File: config.mk
export PLATFORM = sky130hd
export DESIGN_NAME = sspe_top
export DESIGN_NICKNAME = d
export VERILOG_FILES = /design/src/verilog/sspe_pkg.sv /design/src/verilog/sspe_irq_hold.sv /design/src/verilog/sspe_top.sv
export VERILOG_INCLUDE_DIRS = /design/src /design/src/verilog
export SDC_FILE = /design/constraint.sdc
export NUM_CORES = 1
export LEC_CHECK = 0
export BUFFER_PORTS_ARGS = -buffer_cell sky130_fd_sc_hd__buf_2
export CAP_MARGIN = 10
export CORE_ASPECT_RATIO = 0.75
export CORE_MARGIN = 4
export CORE_UTILIZATION = 55
export CTS_CLUSTER_SIZE = 8
export DETAILED_ROUTE_END_ITERATION = 6
export PLACE_DENSITY = 0.85
export SLEW_MARGIN = 30
export SYNTH_ARGS = -nofsm -noshare
export SYNTH_HDL_FRONTEND = slang
export SYNTH_SLANG_ARGS = --single-unit
File: constraint.sdc
create_clock -name pclk -period 3.8 [get_ports pclk]
set_clock_uncertainty 0.2 [all_clocks]
set_input_delay 0.76 -clock pclk [delete_from_list [all_inputs] [get_ports pclk]]
set_output_delay 0.76 -clock pclk [all_outputs]
set_load 0.05 [all_outputs]
File: src/verilog/sspe_cfg.svh
`ifndef SSPE_CFG_SVH
`define SSPE_CFG_SVH
// ============================================================
// Register byte offsets on the APB.
`define SSPE_A_CTRL 8'h00
`define SSPE_A_STAT 8'h04
`define SSPE_A_PEND 8'h08
`define SSPE_A_PMODE 8'h0C
`define SSPE_A_WPROT 8'h10
`define SSPE_A_PFS0 8'h14
`define SSPE_A_PFS1 8'h18
`define SSPE_A_PFS2 8'h1C
`define SSPE_A_IRQS 8'h20
`define SSPE_A_IRQC 8'h24
`define SSPE_A_IRQE 8'h28
// ============================================================
// Field positions.
`define SSPE_B_OVR 5
`define SSPE_B_FRM 4
`define SSPE_B_PAR 3
`define SSPE_B_LOCK 7
`define SSPE_B_FSWE 6
// ============================================================
// Reset values and codes.
`define SSPE_R_CTRL 8'h00
`define SSPE_R_WPROT 8'h80
`define SSPE_C_TX_ON 8'hA1
`define SSPE_C_TRX_ON 8'hF1
`define SSPE_C_OFF 8'h01
`define SSPE_C_SERIAL 5'h0A
`define SSPE_N_PINS 3
`endif

File: src/verilog/sspe_pkg.sv
package sspe_pkg;
	// Serial control register layout, bit 7 first.
	typedef struct packed {
		logic tx_irq_enable_bit;
		logic rx_irq_enable_bit;
		logic transmit_enable_bit;
		logic receive_enable_bit;
		logic spare;
		logic tx_end_irq_enable_bit;
		logic [1:0] clk_sel;
	} sspe_ctrl_t;
	// Serial error events from the shifter.
	typedef struct packed {
		logic overrun;
		logic framing;
		logic parity;
	} sspe_err_t;
endpackage

File: src/verilog/sspe_irq_hold.sv
`timescale 1ns/100ps
`include "sspe_cfg.svh"
// One interrupt source: pending flag plus one held request behind it.
module sspe_irq_hold (
	input wire logic pclk,
	input wire logic presetn,
	input wire logic req,
	input wire logic clr,
	input wire logic drop,
	output logic pend_q,
	output logic held_q
);
	// ============================================================
	// A request landing on a set flag is kept and refills the flag
	// at its clear; a new request in the clear cycle wins the flag.
	always_ff @(posedge pclk or negedge presetn) begin
		if (!presetn) begin
			pend_q <= 1'b0;
			held_q <= 1'b0;
		end else if (clr) begin
			pend_q <= req | (held_q & ~drop);
			held_q <= req & held_q & ~drop;
		end else if (req) begin
			if (pend_q) begin
				held_q <= 1'b1;
			end else begin
				pend_q <= 1'b1;
			end
		end
	end
endmodule // sspe_irq_hold

File: src/verilog/sspe_top.sv
// The address map and the APB slave port were decided locally.
`timescale 1ns/100ps
`include "sspe_cfg.svh"
// Notes on behaviour
// - A1h enables transmit and its interrupt
// - F1h enables transmit, receive, both interrupts
// - 01h disables everything, keeps internal clock
// - Request on set flag held, refills later
// - Port mode bit: 0 port, 1 peripheral
// - Lock bit guards the select write enable
// - Select registers writable only when enabled
// - Five-bit selector, 0Ah routes to serial
module sspe_top
	import sspe_pkg::*;
(
	input wire logic pclk,
	input wire logic presetn,
	input wire logic psel,
	input wire logic penable,
	input wire logic pwrite,
	input wire logic [7:0] paddr,
	input wire logic [31:0] pwdata,
	output logic [31:0] prdata,
	output logic pready,
	output logic pslverr,
	input wire logic tx_data_empty_request,
	input wire logic rx_data_full_request,
	input wire sspe_err_t err_evt,
	output sspe_ctrl_t serial_ctrl,
	output logic [1:0] irq_pending_flag,
	output logic [2:0] pin_serial,
	output logic irq
);
	// ============================================================
	// Register state.
	sspe_ctrl_t ctrl_q;
	sspe_err_t err_q;
	logic [2:0] pmode_q;
	logic lock_q;
	logic fswe_q;
	logic [4:0] pfs_q [`SSPE_N_PINS];
	logic [2:0] ists_q;
	logic [2:0] ien_q;
	logic [1:0] pend;
	logic [1:0] held;
	logic [1:0] req;
	logic [1:0] pclr;
	logic [1:0] ien_bits;
	logic wr;
	logic setup;
	logic [31:0] rd_d;
	logic known;

	// Pin is routed to the serial unit only in peripheral mode
	// with the serial selector code.
	function automatic logic to_serial(input logic pm,
			input logic [4:0] sel);
		to_serial = pm && (sel == `SSPE_C_SERIAL);
	endfunction

	// Address decode, shared by read mux and error answer.
	function automatic logic hit(input logic [7:0] a,
			input logic [7:0] r);
		hit = (a == r);
	endfunction

	// ============================================================
	// APB handshake: one wait-free access cycle after setup.
	assign setup = psel && !penable;
	assign wr = psel && penable && pwrite && pready;

	always_ff @(posedge pclk or negedge presetn) begin
		if (!presetn) begin
			pready <= 1'b0;
		end else begin
			pready <= setup;
		end
	end

	// Read data and the error answer are fetched in setup, so the
	// access cycle presents them straight from flops.
	always_comb begin
		rd_d = 32'h0000_0000;
		known = 1'b1;
		if (hit(paddr, `SSPE_A_CTRL)) begin
			rd_d[7:0] = ctrl_q;
		end else if (hit(paddr, `SSPE_A_STAT)) begin
			rd_d[`SSPE_B_OVR] = err_q.overrun;
			rd_d[`SSPE_B_FRM] = err_q.framing;
			rd_d[`SSPE_B_PAR] = err_q.parity;
		end else if (hit(paddr, `SSPE_A_PEND)) begin
			rd_d[1:0] = pend;
			rd_d[5:4] = held;
		end else if (hit(paddr, `SSPE_A_PMODE)) begin
			rd_d[2:0] = pmode_q;
		end else if (hit(paddr, `SSPE_A_WPROT)) begin
			rd_d[`SSPE_B_LOCK] = lock_q;
			rd_d[`SSPE_B_FSWE] = fswe_q;
		end else if (hit(paddr, `SSPE_A_PFS0)) begin
			rd_d[4:0] = pfs_q[0];
		end else if (hit(paddr, `SSPE_A_PFS1)) begin
			rd_d[4:0] = pfs_q[1];
		end else if (hit(paddr, `SSPE_A_PFS2)) begin
			rd_d[4:0] = pfs_q[2];
		end else if (hit(paddr, `SSPE_A_IRQS)) begin
			rd_d[2:0] = ists_q;
		end else if (hit(paddr, `SSPE_A_IRQE)) begin
			rd_d[2:0] = ien_q;
		end else if (!hit(paddr, `SSPE_A_IRQC)) begin
			known = 1'b0;
		end
	end

	always_ff @(posedge pclk or negedge presetn) begin
		if (!presetn) begin
			prdata <= 32'h0000_0000;
			pslverr <= 1'b0;
		end else if (setup) begin
			prdata <= pwrite ? 32'h0000_0000 : rd_d;
			pslverr <= !known;
		end else begin
			pslverr <= 1'b0;
		end
	end

	// ============================================================
	// Serial control register. Any code is stored whole, so the
	// enabling and disabling codes give exactly their bit sets.
	always_ff @(posedge pclk or negedge presetn) begin
		if (!presetn) begin
			ctrl_q <= `SSPE_R_CTRL;
		end else if (wr && hit(paddr, `SSPE_A_CTRL)) begin
			ctrl_q <= pwdata[7:0];
		end
	end

	always_ff @(posedge pclk or negedge presetn) begin
		if (!presetn) begin
			serial_ctrl <= `SSPE_R_CTRL;
		end else begin
			serial_ctrl <= ctrl_q;
		end
	end

	// ============================================================
	// Error flags: set by the shifter, cleared by writing 0;
	// writing 1 leaves a flag alone and a new error wins.
	always_ff @(posedge pclk or negedge presetn) begin
		if (!presetn) begin
			err_q <= 3'b000;
		end else if (wr && hit(paddr, `SSPE_A_STAT)) begin
			err_q.overrun <= err_evt.overrun |
				(err_q.overrun & pwdata[`SSPE_B_OVR]);
			err_q.framing <= err_evt.framing |
				(err_q.framing & pwdata[`SSPE_B_FRM]);
			err_q.parity <= err_evt.parity |
				(err_q.parity & pwdata[`SSPE_B_PAR]);
		end else begin
			err_q <= err_q | err_evt;
		end
	end

	// ============================================================
	// Pending flags with held requests, one per source. Writing 0
	// to a flag clears it; a held request is dropped when its
	// interrupt enable is already off, which is how software
	// flushes stale requests before starting.
	assign req[0] = tx_data_empty_request && ctrl_q.tx_irq_enable_bit;
	assign req[1] = rx_data_full_request && ctrl_q.rx_irq_enable_bit;
	assign ien_bits = {ctrl_q.rx_irq_enable_bit,
		ctrl_q.tx_irq_enable_bit};

	genvar g;
	generate
		for (g = 0; g < 2; g++) begin : g_src
			assign pclr[g] = wr && hit(paddr, `SSPE_A_PEND) &&
				!pwdata[g];
			sspe_irq_hold u_hold (
				.pclk(pclk),
				.presetn(presetn),
				.req(req[g]),
				.clr(pclr[g]),
				.drop(!ien_bits[g]),
				.pend_q(pend[g]),
				.held_q(held[g])
			);
		end
	endgenerate

	always_ff @(posedge pclk or negedge presetn) begin
		if (!presetn) begin
			irq_pending_flag <= 2'b00;
		end else begin
			irq_pending_flag <= pend;
		end
	end

	// ============================================================
	// Pin write protection. Lock starts set, so the select enable
	// cannot be opened until software drops the lock first.
	always_ff @(posedge pclk or negedge presetn) begin
		if (!presetn) begin
			lock_q <= 1'(`SSPE_R_WPROT >> `SSPE_B_LOCK);
			fswe_q <= 1'b0;
		end else if (wr && hit(paddr, `SSPE_A_WPROT)) begin
			lock_q <= pwdata[`SSPE_B_LOCK];
			if (!lock_q) begin
				fswe_q <= pwdata[`SSPE_B_FSWE];
			end
		end
	end

	always_ff @(posedge pclk or negedge presetn) begin
		if (!presetn) begin
			pmode_q <= 3'b000;
		end else if (wr && hit(paddr, `SSPE_A_PMODE)) begin
			pmode_q <= pwdata[2:0];
		end
	end

	// Selectors accept writes only behind the open enable. The
	// block does not refuse writes in peripheral mode; glitch
	// avoidance there is left to software.
	generate
		for (g = 0; g < `SSPE_N_PINS; g++) begin : g_pin
			always_ff @(posedge pclk or negedge presetn) begin
				if (!presetn) begin
					pfs_q[g] <= 5'h00;
				end else if (wr && fswe_q && hit(paddr,
						8'(`SSPE_A_PFS0 + 4 * g))) begin
					pfs_q[g] <= pwdata[4:0];
				end
			end
			always_ff @(posedge pclk or negedge presetn) begin
				if (!presetn) begin
					pin_serial[g] <= 1'b0;
				end else begin
					pin_serial[g] <= to_serial(pmode_q[g],
						pfs_q[g]);
				end
			end
		end
	endgenerate

	// ============================================================
	// Interrupt status: sticky on new pending flags and errors,
	// write-one-to-clear, and a set in the clear cycle wins.
	logic [1:0] pend_p;
	logic [2:0] ev;
	always_ff @(posedge pclk or negedge presetn) begin
		if (!presetn) begin
			pend_p <= 2'b00;
		end else begin
			pend_p <= pend;
		end
	end
	assign ev = {|err_evt, pend & ~pend_p};

	always_ff @(posedge pclk or negedge presetn) begin
		if (!presetn) begin
			ists_q <= 3'b000;
		end else if (wr && hit(paddr, `SSPE_A_IRQC)) begin
			ists_q <= (ists_q & ~pwdata[2:0]) | ev;
		end else begin
			ists_q <= ists_q | ev;
		end
	end

	always_ff @(posedge pclk or negedge presetn) begin
		if (!presetn) begin
			ien_q <= 3'b000;
		end else if (wr && hit(paddr, `SSPE_A_IRQE)) begin
			ien_q <= pwdata[2:0];
		end
	end

	always_ff @(posedge pclk or negedge presetn) begin
		if (!presetn) begin
			irq <= 1'b0;
		end else begin
			irq <= |(ists_q & ien_q);
		end
	end

	// ============================================================
	// Checks.
	a_ctrl_readback: assert property (@(posedge pclk)
		disable iff (!presetn)
		wr && hit(paddr, `SSPE_A_CTRL) |=> ctrl_q == $past(pwdata[7:0])
		##1 serial_ctrl == $past(pwdata[7:0], 2))
		else $error("control register lost written value");

	a_code_tx_on: assert property (@(posedge pclk)
		disable iff (!presetn)
		wr && hit(paddr, `SSPE_A_CTRL) && pwdata[7:0] == 8'hA1
		|=> ctrl_q.tx_irq_enable_bit && ctrl_q.transmit_enable_bit
		&& !ctrl_q.receive_enable_bit && ctrl_q.clk_sel == 2'h1)
		else $error("transmit enable code misdecoded");

	a_code_trx_on: assert property (@(posedge pclk)
		disable iff (!presetn)
		wr && hit(paddr, `SSPE_A_CTRL) && pwdata[7:0] == 8'hF1
		|=> ctrl_q.rx_irq_enable_bit && ctrl_q.receive_enable_bit
		&& ctrl_q.transmit_enable_bit)
		else $error("transfer enable code misdecoded");

	a_code_off: assert property (@(posedge pclk)
		disable iff (!presetn)
		wr && hit(paddr, `SSPE_A_CTRL) && pwdata[7:0] == 8'h01
		|=> ctrl_q[7:2] == 6'h00 && ctrl_q.clk_sel == 2'h1)
		else $error("disable code left something on");

	a_hold_refill: assert property (@(posedge pclk)
		disable iff (!presetn)
		pclr[0] && held[0] && ctrl_q.tx_irq_enable_bit && !req[0]
		|=> pend[0] && !held[0])
		else $error("held request did not refill flag");

	a_fswe_locked: assert property (@(posedge pclk)
		disable iff (!presetn)
		lock_q |=> $stable(fswe_q))
		else $error("select enable changed while locked");

	a_pfs_locked: assert property (@(posedge pclk)
		disable iff (!presetn)
		!fswe_q |=> $stable(pfs_q[0]) && $stable(pfs_q[1])
		&& $stable(pfs_q[2]))
		else $error("selector written while protected");

	a_route_map: assert property (@(posedge pclk)
		disable iff (!presetn)
		pmode_q[0] && pfs_q[0] == 5'h0A ##1 $stable(pmode_q[0])
		&& $stable(pfs_q[0]) |-> pin_serial[0])
		else $error("pin not routed to serial unit");

	a_err_clear: assert property (@(posedge pclk)
		disable iff (!presetn)
		wr && hit(paddr, `SSPE_A_STAT) && !pwdata[`SSPE_B_OVR]
		&& !err_evt.overrun |=> !err_q.overrun)
		else $error("overrun flag not cleared by zero");
endmodule // sspe_top
==> results.md <==
- Ys async rst share: 100%
- Reg2reg start: pready
- Critical path fanouts, max: 12
- Critical Path Slowest Stage Cell: or4_1
- Finished Layout Cells: 409
- Die W: 95.0 um
- CP Capture Type: flip-flop
- Placed cell count: 393
- Max-Cap Viols: 0
- Netlist cell types: 51
- Reg2Reg Depth: 4
- RSZ-0062 raised after global routing: no
- Final hold vios: 0
- Seq/Total Area, Yosys: 52.2%
- CP Class: in -> reg
- Row cnt: 23
- Final Slew Violations: 0
- Sum Neg Setup Slack: 0 ns
- Cts bufs inserted: 9
- Chip Height: 73.2 um
- Total track usage: 22.0%
- CTS tree: yes
- EDFF count, synth: 0
- Min Tclk post-route: 2.67 ns
- Max transition margin: 47.3%
- Clk pin slew, worst setup/hold paths: 0.07 ns
- Max frequency: 375 MHz
- Min setup slack post-route: 1.13 ns
- Buffer count from post-CTS setup fixing: 0
- Top FF cell, synth: dfrtp_1
- Final Cycle Share: 70.2%
- Mean post-synth cell area: 11.3 um^2
- Nets: 379
- Worst min path class: reg -> reg
- RR Endpoint: ctrl_q[2]
- Slowest stage delay, CP: 0.61 ns
- Antenna Cells: 0
- DR pass1 iterations: 5
- DIE AREA: 6960 um^2
- Final Wtd Congestion: 0.922
- Core Region: 5410 um^2
- HP Start: ctrl_q[0]
- Final wirelength: 7020 um
- CTS resizes: 0
- # IOs: 98
- IR drop worst, VDD: 0.254 mV
- First-pass GRT wire length: 11300 um
- Hold EP: serial_ctrl[0]
- WHS Path Cells: 0
- Post-synthesis cell area: 3120 um^2
- Ys Warns: 0
- Hold_buf cts: 0
- DP Wirelength: 5170 um
- Crit path launch type: input pin
- Vias per inst: 5.56
- #FFs+latches synth: 65
- P&R area growth vs syn: 13.5%
- FF-to-FF setup slack: 1.77 ns
- Vias in the first global route: 2203
- Fillers: 440
- I/O Buffers: 49
- Routed len/inst: 17.2 um
- Starting Density: 57.7%
- TritonCTS Sinks: 65
- Worst-margin pin slew: 0.790 ns
- Share of layout cells above drive strength 1: 27.2%
- H-tree depth: 3
- Leak: 1.77 nW
- Initial antenna violation count: 0
- Critical Path RT: 3.83 ns
- Status: finished clean
- Arrival time worst endpoint: 2.70 ns
- Worst path cell trace: buf_2, or4_1, nor2_1, and2_1, mux2_2
- Dpl ws: 0.845 ns
- DR iter-0 viols: 276
- Syn Inst Count: 277
- Routed vias: 2276
- Grt total ovfl: 0
- Final ANT Viol Nets: 0
- Clock latency on the worst-skew pair: 0.36 ns
- Power Dens Cells: 417 nW/um^2
- DRC Markers: 0
- Final setup fails: 0
- Clock root cell: clkbuf_8
- Maximum clock path buffer count: 2
- Largest net degree at the start of global routing: 66
## metrics by stage
stage | hold WS (ns) | cell area, um^2 | util, % | power [mW]
floorplan | 0.170 | 3210 | - | 0.858
global placement | 0.187 | 3340 | 61.7 | 0.890
detailed placement | 0.188 | 3340 | 61.7 | 0.890
CTS | 0.206 | 3540 | 65.5 | 1.49
global route | 0.224 | 3540 | 65.5 | 1.54
finish | 0.202 | 3540 | 65.5 | 1.48
## report_power, final
group	total (mW)	internal, mW	switching, mW
sequential	0.720	0.707	0.0129
clock	0.595	0.321	0.274
combinational	0.160	0.0364	0.124
## layout by cell type (no fill, tap or decap), drive strengths merged, types with 4 or more instances in the layout
cell,count
nand2,30
dfrtp,64
conb,24
or2,4
and2,4
nor3,5
nor2,14
inv,7
a21oi,8
buf,51
mux2,34
clkbuf,10
nand2b,5
o21ai,13
o22ai,4
a22o,4
mux2i,6
## cells in the mapped netlist, drive strengths merged (5+ instances only)
cell type	count	share of area (%)
o21ai	13	2.1
mux2i	6	1.9
dfrtp	64	51
nand2b	5	1.0
nor2	14	1.9
inv	7	0.84
nand2	30	3.7
mux2	34	12
nor3	5	0.80
buf	29	6.7
a21oi	8	1.3
## cell families (layout without fill, tap and decap cells)
| logic type | Yosys count | after routing | synth area share [%] |
|---|---|---|---|
| simple gates | 84 | 84 | 15.3 |
| flops | 65 | 65 | 52.2 |
| compound gates | 47 | 47 | 10.2 |
| mux | 40 | 40 | 14.2 |
| buf+inv | 40 | 74 | 8.02 |
| other cells | 1 | 24 | 0.120 |
## final cells by class
class / count / area (um^2) / area share [%]
clock buffer: 10 / 138 / 3.89
sequential: 65 / 1630 / 46.0
clock inverter: 6 / 67.6 / 1.91
tap: 75 / 93.8 / 2.65
timing repair buffer: 51 / 260 / 7.35
multi-input combinational: 195 / 1330 / 37.5
inverter: 7 / 26.3 / 0.742
## metal layers
| layer | GRT usage (%) | vias to the layer above | part of all wire (%) |
|---|---|---|---|
| met3 | 7.94 | 19 | 9.7 |
| met4 | 5.28 | 0 | 1.5 |
| met5 | 0 | - | 0 |
| met2 | 33.2 | 114 | 46 |
| li1 | - | 1037 | - |
| met1 | 30.5 | 1106 | 43 |
## registers in the layout (all words and copies together), names as in the netlist, 2 cells and up
name	count
pfs_q	15
ctrl_q	8
prdata	8
serial_ctrl	8
err_q	3
ien_q	3
ists_q	3
pin_serial	3
pmode_q	3
g_src.u_hold.held_q	2
g_src.u_hold.pend_q	2
pend_p	2
## critical path: cells and delay by family
kind / cells / cell delay (ns)
buffers and inverters: 1 / 0.18
muxes: 1 / 0.40
and+or+nand+nor: 3 / 1.35
## how the worst max path moves through the flow
stage,cells after the start,endpoint,slack (ns),startpoint
after floorplan,5,ien_q[0],1.29,paddr[4]
after global placement,5,ctrl_q[1],0.85,paddr[4]
after detailed placement,5,ctrl_q[1],0.84,paddr[4]
after CTS,5,ctrl_q[2],1.20,paddr[4]
after global routing,5,ctrl_q[2],1.12,paddr[4]
final,5,ctrl_q[2],1.13,paddr[4]
No activity file was read; power rests on OpenSTA's default activity.
